===== config.mk =====
export PLATFORM = sky130hd
export DESIGN_NAME = spf_host
export DESIGN_NICKNAME = d
export VERILOG_FILES = /design/src/rtl/spf_pkg.sv /design/src/rtl/spf_stream_if.sv /design/src/rtl/spf_fifo.sv /design/src/rtl/spf_host.sv
export SDC_FILE = /design/constraint.sdc
export NUM_CORES = 1
export LEC_CHECK = 0
export ABC_AREA = 1
export BUFFER_PORTS_ARGS = -buffer_cell sky130_fd_sc_hd__buf_2
export CORE_AREA = 2 2 171 173
export CTS_BUF_LIST = sky130_fd_sc_hd__clkbuf_8
export CTS_CLUSTER_SIZE = 8
export DETAILED_ROUTE_END_ITERATION = 10
export DIE_AREA = 0 0 173 175
export PLACE_DENSITY = 0.49
export SYNTH_ARGS = -nofsm -noshare
export SYNTH_HDL_FRONTEND = slang
export SYNTH_SLANG_ARGS = --single-unit

===== constraint.sdc =====
create_clock -name i_clk -period 4.54 [get_ports i_clk]
set_input_delay 0.227 -clock i_clk [delete_from_list [all_inputs] [get_ports i_clk]]
set_output_delay 0.227 -clock i_clk [all_outputs]
set_load 0.005 [all_outputs]

===== src/rtl/spf_pkg.sv =====
// Shared constants and types of the serial port controller
package spf_pkg;
    // System clock
    localparam int CLK_PERIOD_NS = 25; // 40 MHz system clock
    // Link timing, in nanoseconds as specified
    localparam int FIFO_HOLD_NS = 2000; // Select low after last falling edge
    localparam int FIFO_GAP_NS = 4000; // Select high between two FIFO bytes
    // Least times round up to whole cycles
    localparam int FIFO_HOLD_CYC = (FIFO_HOLD_NS + CLK_PERIOD_NS - 1)
        / CLK_PERIOD_NS;
    localparam int FIFO_GAP_CYC = (FIFO_GAP_NS + CLK_PERIOD_NS - 1)
        / CLK_PERIOD_NS;
    // Default half period of the serial clock, in system cycles
    localparam int SCL_HALF_DEF = 20;
    // Width of the phase counter
    localparam int CNT_W = 8;
    // Frame layout
    localparam int ADDR_W = 7; // Register address
    localparam int DATA_W = 8; // One data byte
    localparam int FRAME_W = 16; // Direction bit, address, data
    localparam int BIT_W = 5; // Bit counter width
    localparam logic [BIT_W-1:0] REG_BITS = 5'h10; // Register frame length
    localparam logic [BIT_W-1:0] HEAD_BITS = 5'h08; // Direction plus address
    localparam logic [BIT_W-1:0] FIFO_BITS = 5'h08; // One FIFO byte
    localparam logic [BIT_W-1:0] NO_BITS = 5'h00; // Host drives nothing
    // Direction bit values
    localparam logic RW_READ = 1'b1;
    localparam logic RW_WRITE = 1'b0;
    // Receive buffer shape
    localparam int RXBUF_DEPTH = 16;
    // Number of pins that pass the input synchroniser
    localparam int SYNC_N = 5;
    // Index of each synchronised pin
    localparam int PIN_SDA = 0;
    localparam int PIN_NMTY = 1;
    localparam int PIN_TH = 2;
    localparam int PIN_WBYTE = 3;
    localparam int PIN_OVF = 4;

    // Kinds of transfer the user may request
    typedef enum logic [1:0] {
        SPF_KIND_WRITE,
        SPF_KIND_READ,
        SPF_KIND_FIFO
    } spf_kind_t;

    // Link sequencer states
    typedef enum logic [2:0] {
        SPF_IDLE,
        SPF_SETUP,
        SPF_LOW,
        SPF_HIGH,
        SPF_HOLD,
        SPF_GAP
    } spf_state_t;
endpackage : spf_pkg


===== src/rtl/spf_stream_if.sv =====
`timescale 1ns/100ps
// Byte stream between the sequencer and its receive buffer
interface spf_stream_if #(parameter int WIDTH = 8);
    logic in_valid; // Sequencer offers a byte
    logic in_ready; // Buffer has room
    logic [WIDTH-1:0] in_data;
    logic out_valid; // Buffer holds a byte
    logic out_ready; // User takes the byte
    logic [WIDTH-1:0] out_data;
    // Sequencer side
    modport ctrl (
        output in_valid, in_data, out_ready,
        input in_ready, out_valid, out_data
    );
    // Buffer side
    modport store (
        input in_valid, in_data, out_ready,
        output in_ready, out_valid, out_data
    );
endinterface : spf_stream_if


===== src/rtl/spf_fifo.sv =====
`timescale 1ns/100ps
// Receive buffer with honest full and empty flags
module spf_fifo #(
    parameter int WIDTH = 8,
    parameter int DEPTH = 16
) (
    input wire logic i_clk,
    input wire logic i_sys_rst,
    spf_stream_if.store s
);
    import spf_pkg::*;
    localparam int PW = $clog2(DEPTH);

    logic [WIDTH-1:0] mem [DEPTH]; // Storage words
    logic [PW-1:0] wr_ptr; // Next word to fill
    logic [PW-1:0] rd_ptr; // Next word to drain
    logic [PW:0] count; // Words held

    ////////////////////////////////////////////////////////////////////
    // Flags and strobes
    wire full = (count == (PW+1)'(DEPTH));
    wire empty = (count == '0);
    wire do_push = s.in_valid && !full;
    wire do_pop = s.out_ready && !empty;
    assign s.in_ready = !full;
    assign s.out_valid = !empty;
    assign s.out_data = mem[rd_ptr];

    ////////////////////////////////////////////////////////////////////
    // Storage write, no reset needed on the data words
    always_ff @(posedge i_clk) begin
        if (do_push) begin
            mem[wr_ptr] <= s.in_data;
        end
    end

    // Pointers and fill count
    always_ff @(posedge i_clk) begin
        if (i_sys_rst) begin
            wr_ptr <= '0;
            rd_ptr <= '0;
            count <= '0;
        end else begin
            if (do_push) begin
                wr_ptr <= PW'(wr_ptr + 1'b1);
            end
            if (do_pop) begin
                rd_ptr <= PW'(rd_ptr + 1'b1);
            end
            // Push and pop together leave the count unchanged
            count <= (PW+1)'(count + do_push - do_pop);
        end
    end
endmodule : spf_fifo


===== src/rtl/spf_host.sv =====
`timescale 1ns/100ps
module spf_host #(
    parameter int SCL_HALF = spf_pkg::SCL_HALF_DEF,
    parameter int RXBUF_DEPTH = spf_pkg::RXBUF_DEPTH
) (
    input wire logic i_clk,
    input wire logic i_sys_rst,
    // User request port
    input wire logic i_req_valid,
    output logic o_req_ready,
    input wire spf_pkg::spf_kind_t i_req_kind,
    input wire logic [spf_pkg::ADDR_W-1:0] i_req_addr,
    input wire logic [spf_pkg::DATA_W-1:0] i_req_wdata,
    // Read results
    output logic o_rd_valid,
    input wire logic i_rd_ready,
    output logic [spf_pkg::DATA_W-1:0] o_rd_data,
    output logic o_busy,
    // Device pins
    output logic o_scl,
    output logic o_register_select_n,
    output logic o_fifo_select_n,
    output logic o_sda_out,
    output logic o_sda_oe_n,
    input wire logic i_sda_in,
    input wire logic i_fifo_not_empty_irq,
    input wire logic i_fifo_threshold_irq,
    input wire logic i_fifo_byte_written_irq,
    input wire logic i_fifo_overflow_irq,
    // Filtered device interrupt levels
    output logic o_fifo_not_empty,
    output logic o_fifo_threshold,
    output logic o_fifo_byte_written,
    output logic o_fifo_overflow
);
    import spf_pkg::*;

    // Phase lengths, counted down to zero
    localparam logic [CNT_W-1:0] HALF_LD = CNT_W'(SCL_HALF - 1);
    // FIFO select setup lasts two halves, so with the low half it leads the first rise by three
    localparam logic [CNT_W-1:0] FSETUP_LD = CNT_W'(2 * SCL_HALF - 1);
    // FIFO hold and gap, rounded up to whole cycles
    localparam logic [CNT_W-1:0] FHOLD_LD = CNT_W'(FIFO_HOLD_CYC - 1);
    localparam logic [CNT_W-1:0] FGAP_LD = CNT_W'(FIFO_GAP_CYC - 1);

    ////////////////////////////////////////////////////////////////////
    // Input synchroniser: three flops, a change counts when the last
    // two agree, so a single metastable sample never reaches the logic
    wire [SYNC_N-1:0] pin_raw;
    logic [SYNC_N-1:0] pin_s1; // First stage, read only by the second
    logic [SYNC_N-1:0] pin_s2;
    logic [SYNC_N-1:0] pin_s3;
    logic [SYNC_N-1:0] pin_f; // Filtered levels

    assign pin_raw = {i_fifo_overflow_irq, i_fifo_byte_written_irq,
                      i_fifo_threshold_irq, i_fifo_not_empty_irq,
                      i_sda_in};

    genvar g;
    generate
        for (g = 0; g < SYNC_N; g++) begin : g_sync
            // Shift chain and agreement filter per pin
            always_ff @(posedge i_clk) begin
                if (i_sys_rst) begin
                    pin_s1[g] <= 1'b0;
                    pin_s2[g] <= 1'b0;
                    pin_s3[g] <= 1'b0;
                    pin_f[g] <= 1'b0;
                end else begin
                    pin_s1[g] <= pin_raw[g];
                    pin_s2[g] <= pin_s1[g];
                    pin_s3[g] <= pin_s2[g];

                    // Keep the old level while the stages disagree
                    if (pin_s2[g] == pin_s3[g]) begin
                        pin_f[g] <= pin_s3[g];
                    end
                end
            end
        end
    endgenerate

    // The device clears these by itself; the host only mirrors them
    assign o_fifo_not_empty = pin_f[PIN_NMTY];
    assign o_fifo_threshold = pin_f[PIN_TH];
    assign o_fifo_byte_written = pin_f[PIN_WBYTE];
    assign o_fifo_overflow = pin_f[PIN_OVF];
    // Data line level, three or four cycles old
    wire sda_f = pin_f[PIN_SDA];

    ////////////////////////////////////////////////////////////////////
    // Sequencer state
    spf_state_t state, next_state;
    spf_kind_t kind, next_kind; // Transfer in flight

    logic [CNT_W-1:0] cnt, next_cnt; // Phase counter
    logic [BIT_W-1:0] bit_n, next_bit_n; // Bits finished so far
    logic [FRAME_W-1:0] tx, next_tx; // Outgoing bits, MSB on the line
    logic [DATA_W-1:0] rx, next_rx; // Incoming bits

    // Pin copies, each one a flop
    logic scl, next_scl;
    logic reg_sel_n, next_reg_sel_n;
    logic fifo_sel_n, next_fifo_sel_n;
    logic sda_out, next_sda_out;
    logic sda_oe_n, next_sda_oe_n;

    logic push, next_push; // One-cycle offer to the buffer

    // Receive buffer
    spf_stream_if #(.WIDTH(DATA_W)) rxs ();

    spf_fifo #(
        .WIDTH(DATA_W),
        .DEPTH(RXBUF_DEPTH)
    ) u_rxbuf (
        .i_clk(i_clk),
        .i_sys_rst(i_sys_rst),
        .s(rxs)
    );

    // Buffer hookup; a full buffer holds off new requests
    assign rxs.in_valid = push;
    assign rxs.in_data = rx;
    assign rxs.out_ready = i_rd_ready;
    assign o_rd_valid = rxs.out_valid;
    assign o_rd_data = rxs.out_data;

    ////////////////////////////////////////////////////////////////////
    // Decoding of the transfer kind
    wire is_fifo = (kind == SPF_KIND_FIFO);
    wire is_read = (kind != SPF_KIND_WRITE);

    // Total bits: register frames carry a data byte after the address
    wire [BIT_W-1:0] last_bits = is_fifo ? FIFO_BITS : REG_BITS;

    // Bits the host itself drives; a read turns the line around
    wire [BIT_W-1:0] drive_bits = (kind == SPF_KIND_WRITE) ? REG_BITS :
        (kind == SPF_KIND_READ) ? HEAD_BITS : NO_BITS;

    // Bits the device drives are the last data byte of the frame
    wire sample_now = is_read && (bit_n >= BIT_W'(last_bits - FIFO_BITS));

    // Bit position arithmetic
    wire [BIT_W-1:0] bit_inc = BIT_W'(bit_n + 1'b1);
    wire frame_end = (bit_inc == last_bits);
    wire drive_next = (bit_inc < drive_bits);
    wire drive_first = (NO_BITS < drive_bits);
    wire cnt_zero = (cnt == '0);

    // A read needs buffer room so its byte can never be lost
    wire idle = (state == SPF_IDLE);
    assign o_req_ready = idle && rxs.in_ready;
    wire req_fire = i_req_valid && o_req_ready;
    wire req_fifo = (i_req_kind == SPF_KIND_FIFO);
    wire req_rw = (i_req_kind == SPF_KIND_WRITE) ? RW_WRITE : RW_READ;

    // Direction bit, then address, then data, highest bit first
    wire [FRAME_W-1:0] req_frame = req_fifo ? '0 :
        {req_rw, i_req_addr, i_req_wdata};

    // Pin outputs
    assign o_busy = !idle;
    assign o_scl = scl;
    assign o_register_select_n = reg_sel_n;
    assign o_fifo_select_n = fifo_sel_n;
    assign o_sda_out = sda_out;
    assign o_sda_oe_n = sda_oe_n;

    ////////////////////////////////////////////////////////////////////
    // Next-state logic of the link sequencer
    always_comb begin
        // Every register except push holds unless a branch moves it; push drops to zero
        next_state = state;
        next_kind = kind;
        next_cnt = cnt;
        next_bit_n = bit_n;
        next_tx = tx;
        next_rx = rx;
        next_scl = scl;
        next_reg_sel_n = reg_sel_n;
        next_fifo_sel_n = fifo_sel_n;
        next_sda_out = sda_out;
        next_sda_oe_n = sda_oe_n;
        next_push = 1'b0;

        case (state)
            SPF_IDLE: begin
                // Take a request and lower exactly one select
                if (req_fire) begin
                    next_state = SPF_SETUP;
                    next_kind = i_req_kind;
                    next_tx = req_frame;
                    next_bit_n = '0;
                    next_rx = '0;
                    // Only one select ever goes low
                    next_reg_sel_n = req_fifo;
                    next_fifo_sel_n = !req_fifo;
                    // FIFO select leads the first rise by a period and a half
                    next_cnt = req_fifo ? FSETUP_LD : HALF_LD;
                end
            end

            SPF_SETUP: begin
                // Select settled; the first bit goes out with clock low
                if (cnt_zero) begin
                    next_state = SPF_LOW;
                    next_cnt = HALF_LD;
                    next_sda_out = tx[FRAME_W-1];
                    next_sda_oe_n = !drive_first;
                end else begin
                    next_cnt = CNT_W'(cnt - 1'b1);
                end
            end

            SPF_LOW: begin
                // Rising edge: capture what the device drives
                if (cnt_zero) begin
                    next_state = SPF_HIGH;
                    next_cnt = HALF_LD;
                    next_scl = 1'b1;
                    if (sample_now) begin
                        next_rx = {rx[DATA_W-2:0], sda_f};
                    end
                end else begin
                    next_cnt = CNT_W'(cnt - 1'b1);
                end
            end

            SPF_HIGH: begin
                // Falling edge: the next bit changes only here
                if (cnt_zero) begin
                    next_scl = 1'b0;
                    next_bit_n = bit_inc;
                    next_tx = {tx[FRAME_W-2:0], 1'b0};
                    if (frame_end) begin
                        next_state = SPF_HOLD;
                        next_sda_oe_n = 1'b1;
                        // FIFO select stays low 2 us past the last fall
                        next_cnt = is_fifo ? FHOLD_LD : HALF_LD;
                    end else begin
                        next_state = SPF_LOW;
                        next_cnt = HALF_LD;
                        next_sda_out = tx[FRAME_W-2];
                        // Release the line at the turnaround
                        next_sda_oe_n = !drive_next;
                    end
                end else begin
                    next_cnt = CNT_W'(cnt - 1'b1);
                end
            end

            SPF_HOLD: begin
                // Raise the select and hand a read byte to the buffer
                if (cnt_zero) begin
                    next_state = SPF_GAP;
                    next_reg_sel_n = 1'b1;
                    next_fifo_sel_n = 1'b1;
                    next_push = is_read;
                    // The device advances its pointer per byte read, so
                    // every FIFO byte is its own framed transfer
                    next_cnt = is_fifo ? FGAP_LD : HALF_LD;
                end else begin
                    next_cnt = CNT_W'(cnt - 1'b1);
                end
            end

            SPF_GAP: begin
                // Both selects high; the device refreshes its flags
                if (cnt_zero) begin
                    next_state = SPF_IDLE;
                end else begin
                    next_cnt = CNT_W'(cnt - 1'b1);
                end
            end

            default: begin
                // Unreachable codes return to a safe idle
                next_state = SPF_IDLE;
                next_scl = 1'b0;
                next_reg_sel_n = 1'b1;
                next_fifo_sel_n = 1'b1;
                next_sda_oe_n = 1'b1;
            end
        endcase
    end

    ////////////////////////////////////////////////////////////////////
    // Sequencer and pin registers
    always_ff @(posedge i_clk) begin
        if (i_sys_rst) begin
            state <= SPF_IDLE;
            kind <= SPF_KIND_WRITE;
            cnt <= '0;
            bit_n <= '0;
            tx <= '0;
            rx <= '0;
            push <= 1'b0;
        end else begin
            state <= next_state;
            kind <= next_kind;
            cnt <= next_cnt;
            bit_n <= next_bit_n;
            tx <= next_tx;
            rx <= next_rx;
            push <= next_push;
        end
    end

    // Pins come straight from flops, so no glitch reaches the device
    // Reset parks the link: clock low, selects high, data released
    always_ff @(posedge i_clk) begin
        if (i_sys_rst) begin
            scl <= 1'b0;
            reg_sel_n <= 1'b1;
            fifo_sel_n <= 1'b1;
            sda_out <= 1'b0;
            sda_oe_n <= 1'b1;
        end else begin
            scl <= next_scl;
            reg_sel_n <= next_reg_sel_n;
            fifo_sel_n <= next_fifo_sel_n;
            sda_out <= next_sda_out;
            sda_oe_n <= next_sda_oe_n;
        end
    end
endmodule : spf_host


* Word level (Yosys, flattened, before mapping) *
Memories as Yosys holds them, arrays and structs flattened. A register that Yosys moved wholly into a read port is not among the register bits.
Index checks and enable logic that the tools add are counted.
Widths: inputs -> output; s select.

storage, ports and cells
  word-level logic and storage cells = 162
  flip-flop bits (word level) = 81
  memory bits (writable) = 128
  memories kept = 1

memory list
  name         depth  width  read ports  clocked after memory_dff  wr ports  RTL line        RTL
  u_rxbuf.mem  16     8      1           1                         1         spf_fifo.sv:14  logic [WIDTH-1:0] mem [DEPTH];

operators by class
  multiplexer cells = 52
  equal/unequal tests = 24
  reductions and logical operators = 35
  $lt $le $gt $ge = 3
  add/sub/neg operators = 7
  bitwise operators = 5

operators by type and width
  kind                 count
  $mux 8               9
  $mux 16              3
  $pmux 8 s5           1
  $pmux 16 s2          1
  $mux 3               7
  $mux 5               4
  $pmux 3 s6           1
  $ne 2x2->1 const B   8
  $pmux 8 s2           1
  $reduce_and 3->1     5
  $mux 7               2
  $mux 1               13
  $mux 4               3
  $pmux 1 s3           4
  $reduce_or 4->1      3
  $pmux 5 s2           1
  $add 4x1->4 const B  2
  $logic_not 8->1      1
  $reduce_and 4->1     2
  $reduce_bool 2->1    4
  $sub 8x1->8 const B  1
  $eq 3x2->1 const B   2
  $eq 3x3->1 const B   2
  $logic_not 1->1      6
  26 further kinds     40

* Depth between registers and ports, before layout *
  depth in word-level cells = 8
  depth in mapped cells = 14
  depth with buffers taken out = 14

* By module *
From an unflattened synthesis, not the netlist that was laid out.

unflattened totals
  cell total of the unflattened synthesis = 1,116
  area, all modules = 9,806.9 sq um

modules (own cells, without submodules)
  module    cells each  seq. area each (sq um)  times used  area an instance (sq um)
  spf_fifo  648         4,184.0                 1           6,462.4
  spf_host  468         1,361.3                 1           3,344.5

* Least setup slack after synthesis *
No wires, ideal clock.

  path kind = register -> register
  from = register u_rxbuf.count[3]
  to = register u_rxbuf.count[4]
  cell stages (with the launch flop) = 15
  buffers on the path = 0
  setup slack = 2.215 ns
  arrival = 2.196 ns
  path through = dfxtp_1 inv_1 ha_1 nand4_1 nand2_1 inv_1 ha_1 inv_1 ha_1 inv_1 fa_1 nor3_1 a211oi_1 o21ai_0 a21oi_1

between the ends
  elaborated cells between the ends (all ways) = 8
  classes of those cells = 2 x add/sub; 1 x eq/ne; 5 x reduce/logical

RTL lines
  element                   RTL line        RTL
  start: declaration        spf_fifo.sv:17  logic [PW:0] count;
  start signal: assignment  spf_fifo.sv:51  count <= (PW+1)'(count + do_push - do_pop);
  $logic_not 5->1           spf_fifo.sv:22  wire empty = (count == '0);
  $logic_not 1->1           --
  net o_rd_valid            spf_host.sv:15  output logic o_rd_valid,
  $logic_and 1x1->1         spf_fifo.sv:24  wire do_pop = s.out_ready && !empty;
  $sub 5x1->5               spf_fifo.sv:51

The timed path passes the listed nets, and every way through them passes these cells.
A chain may end at the register's enable or synchronous reset.

==> parameters.txt <==
Parameter                              Value

Pwr
  Switching share of total power ... 35.7%
  Worst VDD drop ... 0.285 mV
  Power per Cell Area ... 552 mW/mm2
  Total design power ... 5.86 mW
  Fraction of power consumed by combinational cells ... 27.5%
  Leakage power total ... 4.07 nW
  Internal Dissipation ... 3.77 mW
  Sequential fraction of design power ... 44.0%
  Portion of total power attributed to the clock network ... 28.5%
  Switching power ... 2.09 mW

Worst setup path
  Nature of the critical path startpoint ... flop
  Critical path required time ... 4310 ps
  CP max FO ... 80
  Length in cells of the worst reg-to-reg path ... 14
  Reg2Reg Setup Slack ... 2050 ps
  RR Endpoint ... u_rxbuf.count[4]$_SDFF_PP0_
  Type of destination of the critical path ... primary output
  Critical Path AT ... 2590 ps
  Reg-to-reg critical path startpoint ... u_rxbuf.count[3]$_SDFF_PP0_
  Setup Crit Path Kind ... flop to primary output

Synth
  Portion of the post-synthesis area used by sequential elements ... 59.9%
  Synth warn ... 0
  Area of the mapped netlist ... 0.00925 mm2
  Post-synth EDFFs ... 128
  Fraction of registers with async set/reset ... 0%
  Post-synthesis instance total ... 900
  Number of unique standard cell types used by synthesis ... 49
  Mean area per synthesized cell ... 10.3 um2
  Synthesized net count ... 944
  Post-synth top flop ... edfxtp_1
  Number of register bits inferred by synthesis ... 213

Worst hold path
  End point of the worst hold path ... tx[14]$_SDFFE_PP0P_
  Worst min-delay path startpoint ... i_req_addr[6]
  Hold Path Stages ... 3
  Hold crit path type ... input pin to flop

STA
  Final period utilization ... 62.0%
  Transition time at the pin with the least slew margin ... 963 ps
  Worst hold margin ... 24.1 ps
  Clock period minus final worst setup slack ... 2820 ps
  Fin Setup TNS ... 0 ps
  Worst max-slew margin expressed relative to the limit ... 35.7%
  Pins Over Slew Limit ... 0
  F_max ... 355 MHz
  Number of hold-slack violations in the final timing report ... 0
  Worst clock skew on the final layout ... 20.3 ps
  Setup repair after global routing missed its margin ... false
  Number of setup violations in the final report ... 0

Final layout
  Most common cell after layout, fill and taps aside ... inv_1
  Core Util, Final ... 37.4%
  Antenna diode count ... 0
  Layout cell share with drive strength beyond 1 ... 12.6%
  Most frequent cells in the layout ... inv_1 (133), edfxtp_1 (128), a21oi_1 (92)
  Nets ... 1006
  Layout area overhead ... 14.8%

Placement
  Count of input and output buffers ... 45
  Total half-perimeter wirelength after legalization and detailed placement ... 13500 um
  Routability-driven placement congestion ratio ... 0.758

GRT
  GRT Total Usage ... 13.9%
  Maximum number of pins on one net before global-route repair ... 81
  Number of global-route vias before repair ... 6217
  Antenna violations before repair ... 0
  Grt total ovfl ... 0
  Wire length of the first global-routing pass ... 33600 um

Floorplan
  Placement Rows ... 62
  DIE AREA ... 0.0303 mm2
  Count of boundary I/O pins ... 46
  CORE AREA ... 0.0284 mm2
  Initial core utilization ... 32.6%
  Floorplan die width ... 173 um
  Y dimension of the die ... 175 um

Detailed routing
  DRC Markers ... 0
  Avg Vias per Cell ... 4.67
  Average detailed-routed wire length per instance ... 15.3 um
  Antenna-violating nets left ... 0
  Pre-Repair DR Iteration Count ... 5
  Number of design-rule violations left by the first detailed-router iteration ... 438
  Final wirelength ... 21000 um
  Count of vias placed by the detailed router ... 6411

Job
  Max_cap viols ... 0

Clock tree
  CTS clk-pin slew, worst paths ... 60 ps
  Number of gates resized after CTS ... 0
  Clock H-tree levels ... 2
  Clock tree from TritonCTS ... built
  Bufs on Longest Clock Path ... 3
  Worst-Skew Late Latency ... 520 ps
  Post-CTS Setup Bufs ... 0
  Buffer type at the clock tree root ... clkbuf_8
  Number of clock sinks ... 213
  Num CTS Buffers ... 38

Run status
  Run status ... completed
-- flip-flops by register name, summed over array words and instances (netlist names), 2 cells and up, named ones only --
| name | count |
|---|---|
| tx | 16 |
| u_rxbuf.wr_ptr | 4 |
| pin_s2 | 5 |
| pin_s3 | 5 |
| pin_s1 | 5 |
| bit_n | 5 |
| u_rxbuf.count | 5 |
| u_rxbuf.mem | 128 |
| u_rxbuf.rd_ptr | 4 |
| rx | 8 |
| cnt | 8 |
| state | 3 |
| kind | 2 |
-- power by group through the flow --
stage | sequential (mW) | combinational, mW | clock [mW]
finish | 2.58 | 1.61 | 1.67
global route | 2.62 | 1.85 | 1.82
CTS | 2.58 | 1.63 | 1.73
detailed placement | 2.62 | 1.61 | 0
global placement | 2.62 | 1.61 | 0
floorplan | 2.44 | 1.39 | 0
-- area by class of cell --
class | count | area [um2]
Tap cell | 384 | 480
Clock inverter | 22 | 98.8
Timing Repair Buffer | 62 | 388
Clock buffer | 45 | 619
Fill cell | 2903 | 17800
Sequential cell | 213 | 5550
Multi-Input combinational cell | 519 | 3000
Inverter | 128 | 485
-- worst max-delay path, cell delays in order (launching register included) --
cell,delay [ps]
dfxtp_4,950
buf_4,390
a21oi_1,90
o21ai_0,120
o211ai_1,140
o211ai_1,140
nand2_1,90
buf_2,130
-- how the worst max path moves through the flow --
stage          cells after the start                   startpoint  slack [ps]                      endpoint
6_report                           7                         flop        1720                  o_rd_data[4]
2_1_floorplan                     14  u_rxbuf.count[3]$_SDFF_PP0_        2220   u_rxbuf.count[4]$_SDFF_PP0_
5_1_grt                            6                         flop        1460                  o_rd_data[0]
4_1_cts                            7                         flop        1680                  o_rd_data[4]
3_5_place_dp                       7  u_rxbuf.count[2]$_SDFF_PP0_        2010  u_rxbuf.mem[15][2]$_DFFE_PP_
3_3_place_gp                       7  u_rxbuf.count[2]$_SDFF_PP0_        2060  u_rxbuf.mem[15][2]$_DFFE_PP_
-- metal layers --
metal	share of wire [%]	wire [um]	GRT usage (%)
met1	48	10100	19.1
met4	1.7	362	3.85
met3	3.8	808	2.61
met5	0	0	0
met2	46	9710	22.5
-- per-stage QoR --
step / cells / area, um2 / worst slack [ps]
after floorplan: 900 / 9250 / 2220
after global placement: 1292 / 9760 / 2060
after detailed placement: 1292 / 9760 / 2010
after CTS: 1373 / 10600 / 1680
after global routing: 1373 / 10600 / 1460
final: 1373 / 10600 / 1720
-- Yosys cell counts, drive strengths merged, types with 2 or more instances --
library cell	number	share of area, %
edfxtp	128	42
inv	127	5.2
o21ai	101	5.5
a21oi	93	5.1
dfxtp	85	18
nand2	83	3.6
nor2	79	3.6
nand3	34	2.1
o211ai	34	3.0
mux2i	32	3.5
clkbuf	26	1.3
ha	17	2.3
buf	14	1.1
a22oi	12	0.97
nand4	10	0.68
xor2	5	0.47
nor3	4	0.34
a211oi	3	0.30
a31oi	2	0.14
-- repair_timing --
item | in CTS | in global routing
hold buffers | 14 | 0
endpoints found under the setup margin | 0 | 0
endpoints found under the hold margin | 14 | 0
-- kinds of logic after synthesis --
kind of cell	share of synthesized area, %
compound gates	15.4
xor+xnor	0.568
fa+ha+maj	2.52
buf+inv	7.67
flops	59.9
mux	3.46
simple gates	10.4
(Power assumes the default switching activity.)
